===== src/verilog/lmfr_pkg.sv =====
package lmfr_pkg;
    // Register offsets
    localparam logic [7:0] ADDR_OP_CONFIG = 8'h50;
    localparam logic [7:0] ADDR_GLOBAL_CURRENT = 8'h51;
    localparam logic [7:0] ADDR_RESISTOR_PHASE = 8'h52;
    localparam logic [7:0] ADDR_FAULT_FIRST = 8'h53;
    localparam logic [7:0] ADDR_FAULT_LAST = 8'h5E;
    localparam logic [7:0] ADDR_THERMAL = 8'h5F;
    localparam logic [7:0] ADDR_SPREAD = 8'h60;
    localparam logic [7:0] ADDR_SOFT_RESET = 8'h8F;
    localparam logic [7:0] ADDR_FREQ_UNLOCK = 8'hE0;
    localparam logic [7:0] ADDR_FREQ_SET = 8'hE2;
    localparam logic [7:0] SOFT_RESET_KEY = 8'hAE;

    // Reset values
    localparam logic [7:0] RST_OP_CONFIG = 8'h00;
    localparam logic [7:0] RST_GLOBAL_CURRENT = 8'h00;
    localparam logic [2:0] RST_RES_SEL = 3'h3;
    localparam logic [2:0] RST_PWM_FREQ = 3'h0;

    // Detection select codes
    localparam logic [1:0] DET_OFF = 2'h0;
    localparam logic [1:0] DET_OPEN = 2'h1;
    localparam logic [1:0] DET_SHORT = 2'h2;

    // Scan select codes and row patterns
    localparam logic [3:0] SCAN_FOUR = 4'h0;
    localparam logic [3:0] SCAN_THREE = 4'h1;
    localparam logic [3:0] SCAN_TWO = 4'h2;
    localparam logic [3:0] SCAN_NONE = 4'h3;
    localparam logic [3:0] ROWS_FOUR = 4'hF;
    localparam logic [3:0] ROWS_THREE = 4'h7;
    localparam logic [3:0] ROWS_TWO = 4'h3;
    localparam logic [3:0] ROWS_NONE = 4'h0;

    // Resistor choices, same encoding for rows and columns
    localparam logic [2:0] RES_NONE = 3'h0;
    localparam logic [2:0] RES_0K5_OFF = 3'h1;
    localparam logic [2:0] RES_1K_OFF = 3'h2;
    localparam logic [2:0] RES_2K_OFF = 3'h3;
    localparam logic [2:0] RES_1K_ALWAYS = 3'h4;
    localparam logic [2:0] RES_2K_ALWAYS = 3'h5;
    localparam logic [2:0] RES_4K_ALWAYS = 3'h6;
    localparam logic [2:0] RES_8K_ALWAYS = 3'h7;

    // Field positions
    localparam int CFG_SCAN_LSB = 4;
    localparam int CFG_DET_LSB = 1;
    localparam int CFG_SHDN_BIT = 0;
    localparam int RES_PHASE_BIT = 7;
    localparam int RES_PD_LSB = 4;
    localparam int RES_PU_LSB = 0;
    localparam int TH_THR_LSB = 2;
    localparam int TH_DER_LSB = 0;
    localparam int SS_EN_BIT = 4;
    localparam int SS_RNG_LSB = 2;
    localparam int SS_CLT_LSB = 0;
    localparam int FREQ_EN_BIT = 0;
    localparam int FREQ_CODE_LSB = 5;

    // Roll-off start temperatures in degrees C, per threshold code
    localparam logic [7:0] TEMP_TH0 = 8'h8C;
    localparam logic [7:0] TEMP_TH1 = 8'h78;
    localparam logic [7:0] TEMP_TH2 = 8'h64;
    localparam logic [7:0] TEMP_TH3 = 8'h5A;
    // Output current percentage per derate code
    localparam logic [6:0] PCT_FULL = 7'h64;
    localparam logic [6:0] PCT_D1 = 7'h4B;
    localparam logic [6:0] PCT_D2 = 7'h37;
    localparam logic [6:0] PCT_D3 = 7'h1E;

    // Detection matrix: twelve result bytes of six column flags
    localparam int FAULT_REGS = 12;
    localparam int FAULT_COLS = 6;
    localparam int FAULT_BITS = FAULT_REGS * FAULT_COLS;

    // Detection waits two full scan cycles of four row slots
    localparam int CLK_PERIOD_NS = 50;
    localparam int ROW_SLOT_NS = 34130;
    localparam int SCAN_ROWS = 4;
    localparam int DETECT_SCANS = 2;
    localparam int DETECT_NS = DETECT_SCANS * SCAN_ROWS * ROW_SLOT_NS;
    localparam int DETECT_CYC = (DETECT_NS + CLK_PERIOD_NS - 1) / CLK_PERIOD_NS;

    typedef enum logic [0:0] {
        LMFR_DET_IDLE,
        LMFR_DET_WAIT
    } lmfr_det_state_t;
endpackage

===== src/verilog/lmfr_detect_if.sv =====
`timescale 1ns/10ps
interface lmfr_detect_if;
    logic trig;
    logic kind_short;
    logic clear;
    logic busy;
    logic [lmfr_pkg::FAULT_BITS-1:0] flags;

    modport ctrl (
        output trig,
        output kind_short,
        output clear,
        input busy,
        input flags
    );
    modport eng (
        input trig,
        input kind_short,
        input clear,
        output busy,
        output flags
    );
endinterface


===== src/verilog/lmfr_detect_engine.sv =====
`timescale 1ns/10ps
module lmfr_detect_engine #(
    parameter int WAIT_CYC = lmfr_pkg::DETECT_CYC,
    parameter int CW = $clog2(WAIT_CYC + 1)
) (
    input wire logic clk_i,
    input wire logic rst_i,
    input wire logic en_i,
    input wire logic [lmfr_pkg::FAULT_BITS-1:0] open_flags_i,
    input wire logic [lmfr_pkg::FAULT_BITS-1:0] short_flags_i,
    lmfr_detect_if.eng det
);
    typedef struct packed {
        lmfr_pkg::lmfr_det_state_t st;
        logic kind_short;
        logic [CW-1:0] cnt;
        logic [lmfr_pkg::FAULT_BITS-1:0] flags;
    } lmfr_eng_state_t;

    localparam logic [CW-1:0] WAIT_LAST = CW'(WAIT_CYC - 1);

    lmfr_eng_state_t s_ff;
    lmfr_eng_state_t nxt_s;

    always_comb
    begin
        nxt_s = s_ff;
        unique case (s_ff.st)
            lmfr_pkg::LMFR_DET_IDLE:
            begin
                if (det.trig)
                begin
                    nxt_s.st = lmfr_pkg::LMFR_DET_WAIT;
                    nxt_s.kind_short = det.kind_short;
                    nxt_s.cnt = '0;
                end
            end
            lmfr_pkg::LMFR_DET_WAIT:
            begin
                // Results are stored only once the wait is over
                if (s_ff.cnt == WAIT_LAST)
                begin
                    nxt_s.st = lmfr_pkg::LMFR_DET_IDLE;
                    nxt_s.flags = s_ff.kind_short ? short_flags_i : open_flags_i;
                end
                else
                begin
                    nxt_s.cnt = s_ff.cnt + CW'(1);
                end
            end
        endcase
        // Soft reset abandons a running check and clears the results
        if (det.clear)
        begin
            nxt_s.st = lmfr_pkg::LMFR_DET_IDLE;
            nxt_s.cnt = '0;
            nxt_s.flags = '0;
        end
    end

    always_ff @(posedge clk_i or posedge rst_i)
    begin
        if (rst_i)
        begin
            s_ff <= '0;
        end
        else if (en_i)
        begin
            s_ff <= nxt_s;
        end
    end

    assign det.busy = (s_ff.st == lmfr_pkg::LMFR_DET_WAIT);
    assign det.flags = s_ff.flags;
endmodule


===== src/verilog/lmfr_function_regs.sv =====
`timescale 1ns/10ps
// What this block does
// - Write 01 after 00 starts one open check
// - Write 10 after 00 starts one short check
// - Shutdown bit 0 keeps rows off
// - Scan select sets row duty, default quarter
// - Scan codes: four, three, two rows, none
// - Eight-bit global current level, resets zero
// - Phase bit7, pulldown 6:4, pullup 2:0, 011
// - Phase choice 1 gives 180 degree delay
// - Row pulldown: eight resistor choices
// - Column pullup: eight resistor choices
// - Twelve read-only result bytes, bits 7:6 zero
// - Finished check stores per-LED results
// - Threshold code picks roll-off start temperature
// - At or above threshold, derate code scales current
// - Spread enable bit 4, resets off
// - Spread range and cycle time fields
// - Key 0xAE restores all defaults
// - Power-up gives defaults, blank display
// - Frequency unlock bit 0, resets zero
// - Frequency code in bits 7:5
module lmfr_function_regs #(
    parameter int DETECT_WAIT = lmfr_pkg::DETECT_CYC
) (
    // Clock, reset, enable
    input wire logic clk_i,
    input wire logic rst_i,
    input wire logic en_i,
    // Register access from the serial interface
    input wire logic reg_wr_i,
    input wire logic reg_rd_i,
    input wire logic [7:0] reg_addr_i,
    input wire logic [7:0] reg_wdata_i,
    output logic [7:0] reg_rdata_o,
    // Analog detection flags and die temperature
    input wire logic [lmfr_pkg::FAULT_BITS-1:0] open_flags_i,
    input wire logic [lmfr_pkg::FAULT_BITS-1:0] short_flags_i,
    input wire logic [7:0] die_temp_i,
    // Matrix control
    output logic shutdown_n_o,
    output logic [3:0] row_enable_o,
    output logic sink_only_o,
    output logic [7:0] global_current_level_o,
    output logic [6:0] current_pct_o,
    output logic detect_busy_o,
    // Resistors and phase
    output logic phase_choice_o,
    output logic [2:0] row_pulldown_sel_o,
    output logic [2:0] column_pullup_sel_o,
    // Spread spectrum and PWM frequency
    output logic spread_enable_o,
    output logic [1:0] spread_range_o,
    output logic [1:0] spread_cycle_o,
    output logic [2:0] pwm_freq_code_o
);
    typedef struct packed {
        logic shutdown_n;
        logic [1:0] detect_sel;
        logic [3:0] scan_sel;
        logic [3:0] rows;
        logic sink_only;
        logic [7:0] gcl;
        logic phase;
        logic [2:0] pd;
        logic [2:0] pu;
        logic [1:0] thr;
        logic [1:0] der;
        logic ss_en;
        logic [1:0] ss_rng;
        logic [1:0] ss_clt;
        logic freq_en;
        logic [2:0] freq;
        logic [6:0] pct;
        logic trig;
        logic kind_short;
        logic clear;
        logic [7:0] rdata;
    } lmfr_regs_state_t;

    lmfr_regs_state_t s_ff;
    lmfr_regs_state_t nxt_s;
    lmfr_detect_if det ();

    function automatic logic [4:0] scan_decode(input logic [3:0] code);
        unique case (code)
            lmfr_pkg::SCAN_THREE: scan_decode = {lmfr_pkg::ROWS_THREE, 1'b0};
            lmfr_pkg::SCAN_TWO: scan_decode = {lmfr_pkg::ROWS_TWO, 1'b0};
            lmfr_pkg::SCAN_NONE: scan_decode = {lmfr_pkg::ROWS_NONE, 1'b1};
            default: scan_decode = {lmfr_pkg::ROWS_FOUR, 1'b0};
        endcase
    endfunction

    function automatic logic [7:0] temp_point(input logic [1:0] code);
        unique case (code)
            2'h0: temp_point = lmfr_pkg::TEMP_TH0;
            2'h1: temp_point = lmfr_pkg::TEMP_TH1;
            2'h2: temp_point = lmfr_pkg::TEMP_TH2;
            2'h3: temp_point = lmfr_pkg::TEMP_TH3;
        endcase
    endfunction

    function automatic logic [6:0] derate_pct(input logic [1:0] code);
        unique case (code)
            2'h0: derate_pct = lmfr_pkg::PCT_FULL;
            2'h1: derate_pct = lmfr_pkg::PCT_D1;
            2'h2: derate_pct = lmfr_pkg::PCT_D2;
            2'h3: derate_pct = lmfr_pkg::PCT_D3;
        endcase
    endfunction

    function automatic lmfr_regs_state_t defaults();
        lmfr_regs_state_t d;
        d = '0;
        d.scan_sel = lmfr_pkg::RST_OP_CONFIG[7:4];
        d.rows = lmfr_pkg::ROWS_FOUR;
        d.gcl = lmfr_pkg::RST_GLOBAL_CURRENT;
        d.pd = lmfr_pkg::RST_RES_SEL;
        d.pu = lmfr_pkg::RST_RES_SEL;
        d.freq = lmfr_pkg::RST_PWM_FREQ;
        d.pct = lmfr_pkg::PCT_FULL;
        return d;
    endfunction

    logic [3:0] fault_idx;
    logic [lmfr_pkg::FAULT_COLS-1:0] fault_byte;
    logic wr_cfg;
    logic [1:0] wr_det;

    assign fault_idx = 4'(reg_addr_i - lmfr_pkg::ADDR_FAULT_FIRST);
    assign fault_byte = det.flags[fault_idx * lmfr_pkg::FAULT_COLS +: lmfr_pkg::FAULT_COLS];
    assign wr_cfg = reg_wr_i && (reg_addr_i == lmfr_pkg::ADDR_OP_CONFIG);
    assign wr_det = reg_wdata_i[lmfr_pkg::CFG_DET_LSB +: 2];

    always_comb
    begin
        nxt_s = s_ff;
        nxt_s.trig = 1'b0;
        nxt_s.clear = 1'b0;
        // Temperature roll-off follows the die continuously
        nxt_s.pct = (die_temp_i >= temp_point(s_ff.thr)) ? derate_pct(s_ff.der)
                                                          : lmfr_pkg::PCT_FULL;
        if (reg_wr_i)
        begin
            unique case (reg_addr_i)
                lmfr_pkg::ADDR_OP_CONFIG:
                begin
                    nxt_s.shutdown_n = reg_wdata_i[lmfr_pkg::CFG_SHDN_BIT];
                    nxt_s.scan_sel = reg_wdata_i[lmfr_pkg::CFG_SCAN_LSB +: 4];
                    {nxt_s.rows, nxt_s.sink_only} =
                        scan_decode(reg_wdata_i[lmfr_pkg::CFG_SCAN_LSB +: 4]);
                    nxt_s.detect_sel = wr_det;
                    // Re-arming needs the field to pass through 00 first
                    if (s_ff.detect_sel == lmfr_pkg::DET_OFF &&
                        (wr_det == lmfr_pkg::DET_OPEN || wr_det == lmfr_pkg::DET_SHORT))
                    begin
                        nxt_s.trig = 1'b1;
                        nxt_s.kind_short = (wr_det == lmfr_pkg::DET_SHORT);
                    end
                end
                lmfr_pkg::ADDR_GLOBAL_CURRENT:
                begin
                    nxt_s.gcl = reg_wdata_i;
                end
                lmfr_pkg::ADDR_RESISTOR_PHASE:
                begin
                    nxt_s.phase = reg_wdata_i[lmfr_pkg::RES_PHASE_BIT];
                    nxt_s.pd = reg_wdata_i[lmfr_pkg::RES_PD_LSB +: 3];
                    nxt_s.pu = reg_wdata_i[lmfr_pkg::RES_PU_LSB +: 3];
                end
                lmfr_pkg::ADDR_THERMAL:
                begin
                    nxt_s.thr = reg_wdata_i[lmfr_pkg::TH_THR_LSB +: 2];
                    nxt_s.der = reg_wdata_i[lmfr_pkg::TH_DER_LSB +: 2];
                end
                lmfr_pkg::ADDR_SPREAD:
                begin
                    nxt_s.ss_en = reg_wdata_i[lmfr_pkg::SS_EN_BIT];
                    nxt_s.ss_rng = reg_wdata_i[lmfr_pkg::SS_RNG_LSB +: 2];
                    nxt_s.ss_clt = reg_wdata_i[lmfr_pkg::SS_CLT_LSB +: 2];
                end
                lmfr_pkg::ADDR_SOFT_RESET:
                begin
                    if (reg_wdata_i == lmfr_pkg::SOFT_RESET_KEY)
                    begin
                        nxt_s = defaults();
                        nxt_s.clear = 1'b1;
                    end
                end
                lmfr_pkg::ADDR_FREQ_UNLOCK:
                begin
                    nxt_s.freq_en = reg_wdata_i[lmfr_pkg::FREQ_EN_BIT];
                end
                lmfr_pkg::ADDR_FREQ_SET:
                begin
                    if (s_ff.freq_en)
                    begin
                        nxt_s.freq = reg_wdata_i[lmfr_pkg::FREQ_CODE_LSB +: 3];
                    end
                end
                default:
                begin
                end
            endcase
        end
        if (reg_rd_i)
        begin
            nxt_s.rdata = 8'h00;
            if (reg_addr_i >= lmfr_pkg::ADDR_FAULT_FIRST &&
                reg_addr_i <= lmfr_pkg::ADDR_FAULT_LAST)
            begin
                nxt_s.rdata = {2'h0, fault_byte};
            end
            else
            begin
                unique case (reg_addr_i)
                    lmfr_pkg::ADDR_OP_CONFIG:
                        nxt_s.rdata = {s_ff.scan_sel, 1'b0, s_ff.detect_sel, s_ff.shutdown_n};
                    lmfr_pkg::ADDR_GLOBAL_CURRENT:
                        nxt_s.rdata = s_ff.gcl;
                    lmfr_pkg::ADDR_RESISTOR_PHASE:
                        nxt_s.rdata = {s_ff.phase, s_ff.pd, 1'b0, s_ff.pu};
                    lmfr_pkg::ADDR_THERMAL:
                        nxt_s.rdata = {4'h0, s_ff.thr, s_ff.der};
                    lmfr_pkg::ADDR_SPREAD:
                        nxt_s.rdata = {3'h0, s_ff.ss_en, s_ff.ss_rng, s_ff.ss_clt};
                    default:
                        nxt_s.rdata = 8'h00;
                endcase
            end
        end
    end

    always_ff @(posedge clk_i or posedge rst_i)
    begin
        if (rst_i)
        begin
            s_ff <= defaults();
        end
        else if (en_i)
        begin
            s_ff <= nxt_s;
        end
    end

    assign det.trig = s_ff.trig;
    assign det.kind_short = s_ff.kind_short;
    assign det.clear = s_ff.clear;

    // The check waits out the scans itself; the host keeps current and resistors set
    lmfr_detect_engine #(
        .WAIT_CYC(DETECT_WAIT)
    ) u_engine (
        .clk_i(clk_i),
        .rst_i(rst_i),
        .en_i(en_i),
        .open_flags_i(open_flags_i),
        .short_flags_i(short_flags_i),
        .det(det.eng)
    );

    assign reg_rdata_o = s_ff.rdata;
    assign shutdown_n_o = s_ff.shutdown_n;
    assign row_enable_o = s_ff.shutdown_n ? s_ff.rows : 4'h0;
    assign sink_only_o = s_ff.sink_only;
    assign global_current_level_o = s_ff.gcl;
    assign current_pct_o = s_ff.pct;
    assign detect_busy_o = det.busy;
    assign phase_choice_o = s_ff.phase;
    assign row_pulldown_sel_o = s_ff.pd;
    assign column_pullup_sel_o = s_ff.pu;
    assign spread_enable_o = s_ff.ss_en;
    assign spread_range_o = s_ff.ss_rng;
    assign spread_cycle_o = s_ff.ss_clt;
    assign pwm_freq_code_o = s_ff.freq;
endmodule


===== config.mk =====
export PLATFORM = sky130hd
export DESIGN_NAME = lmfr_function_regs
export DESIGN_NICKNAME = d
export VERILOG_FILES = /design/src/verilog/lmfr_pkg.sv /design/src/verilog/lmfr_detect_if.sv /design/src/verilog/lmfr_detect_engine.sv /design/src/verilog/lmfr_function_regs.sv
export SDC_FILE = /design/constraint.sdc
export NUM_CORES = 1
export LEC_CHECK = 0
export BUFFER_PORTS_ARGS = -buffer_cell sky130_fd_sc_hd__buf_2
export CORE_ASPECT_RATIO = 1.5
export CORE_MARGIN = 5
export CORE_UTILIZATION = 49
export DETAILED_ROUTE_END_ITERATION = 8
export GPL_ROUTABILITY_DRIVEN = 0
export PLACE_DENSITY = 0.78
export SYNTH_ARGS = -nofsm -noshare
export SYNTH_HDL_FRONTEND = slang
export SYNTH_SLANG_ARGS = --single-unit

===== constraint.sdc =====
create_clock -name clk_i -period 3.8 [get_ports clk_i]
set_input_delay 0 -clock clk_i [delete_from_list [all_inputs] [get_ports clk_i]]
set_output_delay 0 -clock clk_i [all_outputs]
set_load 0.1 [all_outputs]

==> results.cfg <==
[power_and_ir_drop]
power_leakage_uw = 0.00514
vdd_drop_max_uv = 271
power_uw = 4260
power.density_nw_per_um2 = 375

[sta]
period_share_pct = 78.4
max_freq_ghz = 0.336
worst_pin_slew_ns = 1.03
hold_viol_final = 1
finalClockSkew_ns = 0.0125
setup-violations-final = 0
tns_ns = 0
max_slew_margin_pct = 31.4
slew_viol_final = 0
grt_setup_unrepaired = no
min_period_ns = 2.98
hold_ws_ns = -0.00678

[cts]
htree_num_levels = 4
cts_inserted_buffers = 17
tritoncts = done
clk_latency_ns = 0.43
path_clk_slew_ns = 0.07
cts_setup_buffers = 0
ctsRootBufferMaster = clkbuf_16
numClockSinks = 144
clock_path_buffers = 2

[die]
num_rows = 58
floorplan.initialDensity_pct = 49.9
core-area_um2 = 16800
fp.dieArea_um2 = 19800
ioPinCount = 218
die_w_um = 117
fp.dieH_um = 170

[logic_synthesis]
ys.flop_type = dfrtp_1
post_synth.cell_area_avg_um2 = 10.6
syn_nets = 987
synth-seq-area-share_pct = 43.3
ys_types = 60
synth_area_leaders = dfrtp_1 (40%), mux2i_1 (9.5%), o31ai_1 (7.5%), mux4_2 (4.8%), nand2_1 (4.6%)
yosysTopAreaCell = dfrtp_1
synth_seq_cells = 144
yosys_warnings = 0
ys_async_sr_fraction_pct = 100
synth_edf_count = 0
netlist_instances = 791
syn_area_um2 = 8360
yosysMostFrequentCell = dfrtp_1
yosysTopAreaCellShare_pct = 40.1
synthTopCellsByCount = dfrtp_1 (134), nand2_1 (103), o31ai_1 (84)

[routing]
dr.pass1.iters = 5
first_iter_violations = 646
drc = 0
routed_via_density = 5.73
wl_per_cell_um = 19.3
routed_wl_um = 25600
drtAntennaViolNets = 0
route.vias.total = 7598

[global_route]
grt_max_degree = 132
overflow = 0
first_global_vias = 8020
grt_first_pass_wirelength_um = 40600
antenna_found_initial = 0
grt_use_total_pct = 26.1

[worst_hold_path]
hold_end = u_engine.det.flags[62]$_DFFE_PP0P_
worstHoldStart = open_flags_i[62]
hold_path_class = in -> reg
min_path_cells = 3

[worst_setup_path]
cp_slowest_cell = or4_4
end_kind = flip-flop
r2r-start = u_engine.s_ff[79]$_DFFE_PP0P_
max_stage_delay_ns = 0.55
required_ns = 4.10
critical_path.max_fanout = 110
crit_type = reg -> reg
cp_data_arrival_time_ns = 3.27
rrSetupSlack_ns = 0.82
worstRegToRegCells = 5
r2r_end = u_engine.det.flags[9]$_DFFE_PP0P_
crit_chain = or4bb_1, or4_4, a21o_4, buf_4, o31ai_1
start_kind = flip-flop

[placement]
portBuffers = 217
dp_hpwl_um = 16100

[status]
status = finished with violations
violations = negative hold slack

[layout]
nFillCells = 1211
drive_gt1_share_pct = 28.9
area_delta_synth_final_pct = 35.9
nets = 1299
n_antenna_cell = 0

[run]
maxCapViolations = 0
==> timing repair <==
action / 4_1_cts / 5_1_grt
resized for setup: 0 / 0
hold buffers: 148 / 1
endpoints found under the hold margin: 103 / 1
==> critical path: cells and delay by family, from the launching register on <==
kind	cells	cell delay, ns
buffers and inverters	1	0.41
AO/OA/AOI/OAI	2	0.88
AND/OR/NAND/NOR	2	1.04
flip-flops	1	0.44
==> flip-flops by register name, summed over array words and instances (netlist names) <==
| register | flops |
|---|---|
| spread_cycle_o | 2 |
| s_ff | 14 |
| u_engine.det.flags | 72 |
| row_pulldown_sel_o | 3 |
| u_engine.det.busy | 1 |
| current_pct_o | 7 |
| phase_choice_o | 1 |
| det.trig | 1 |
| pwm_freq_code_o | 3 |
| shutdown_n_o | 1 |
| reg_rdata_o | 8 |
| det.kind_short | 1 |
| global_current_level_o | 8 |
| det.clear | 1 |
| spread_range_o | 2 |
| u_engine.s_ff | 14 |
| column_pullup_sel_o | 3 |
| spread_enable_o | 1 |
| sink_only_o | 1 |
==> stage by stage <==
step	setup slack, ns	utilization (%)	instances	instance area, um2	hold WS [ns]
finish	0.822	67.8	1326	11400	-0.00678
global route	0.734	67.8	1326	11400	0.0321
CTS	1.01	67.7	1325	11400	0.00409
detailed placement	1.01	55.2	1145	9260	0.000240
global placement	1.07	55.2	1145	9260	-0.0136
floorplan	1.06	-	791	8360	0.140
==> power breakdown <==
group | internal [uW] | switching [uW] | total [uW]
Combinational | 350 | 425 | 774
Clock | 1050 | 696 | 1740
Sequential | 1650 | 86.5 | 1740
Total | 3050 | 1210 | 4260
==> worst max-delay path by stage <==
stage	from	end	slack [ns]	cells after the start
6_report	u_engine.s_ff[79]$_DFFE_PP0P_	u_engine.det.flags[9]$_DFFE_PP0P_	0.82	5
4_1_cts	u_engine.s_ff[79]$_DFFE_PP0P_	u_engine.det.flags[21]$_DFFE_PP0P_	1.01	5
5_1_grt	u_engine.s_ff[79]$_DFFE_PP0P_	u_engine.det.flags[9]$_DFFE_PP0P_	0.73	5
2_1_floorplan	reg_addr_i[0]	reg_rdata_o[0]$_DFFE_PP0P_	1.06	10
3_5_place_dp	u_engine.s_ff[79]$_DFFE_PP0P_	u_engine.det.flags[4]$_DFFE_PP0P_	1.01	5
3_3_place_gp	u_engine.s_ff[79]$_DFFE_PP0P_	u_engine.det.flags[11]$_DFFE_PP0P_	1.07	5
==> layout make-up <==
type                    count  area, um2  share of cell area, %
multi-input cells         539       4100                   36.1
flip-flops and latches    144       3620                   31.9
repair buffers            378       2680                   23.6
clock buffers              18        429                   3.78
well taps                 210        263                   2.31
clock inverters            14        183                   1.61
inverters                  23       90.1                  0.793
==> cells in the final DEF (no fill, tap or decap), drive strengths merged, types with 3 or more instances in the layout <==
cell	count
clkbuf	18
dlygate4sd3	149
o21ai	34
nor2	29
o22a	5
ha	23
a22o	15
a22oi	3
buf	229
clkinv	5
nand3	15
and2	13
clkinvlp	3
mux2	22
a31oi	6
inv	26
and3	4
or2	4
nand2	103
mux2i	79
nor3	11
a211o	3
mux4	18
a222oi	5
o31ai	84
nor4	4
a41oi	3
nand2b	5
a21oi	15
dfrtp	134
dfstp	10
bufinv	3
==> metal layers <==
metal	up-vias	track usage [%]	routed length (um)
met5	-	0	0
met4	0	12.4	1210
li1	3521	-	-
met3	90	4.98	1460
met2	307	47.0	13600
met1	3680	29.3	9370
==> logic make-up (layout without fill, tap and decap cells) <==
| family | Yosys count | count (layout) | share of synthesized area [%] |
|---|---|---|---|
| AND/OR/NAND/NOR | 203 | 203 | 11.5 |
| AO/OA/AOI/OAI | 191 | 191 | 16.4 |
| flip-flops | 144 | 144 | 43.3 |
| multiplexers | 119 | 119 | 17.3 |
| buffers and inverters | 108 | 433 | 7.83 |
| adder cells (fa/ha/maj) | 23 | 23 | 3.44 |
| XOR/XNOR | 3 | 3 | 0.314 |
Power figures use the tool's default switching activity.
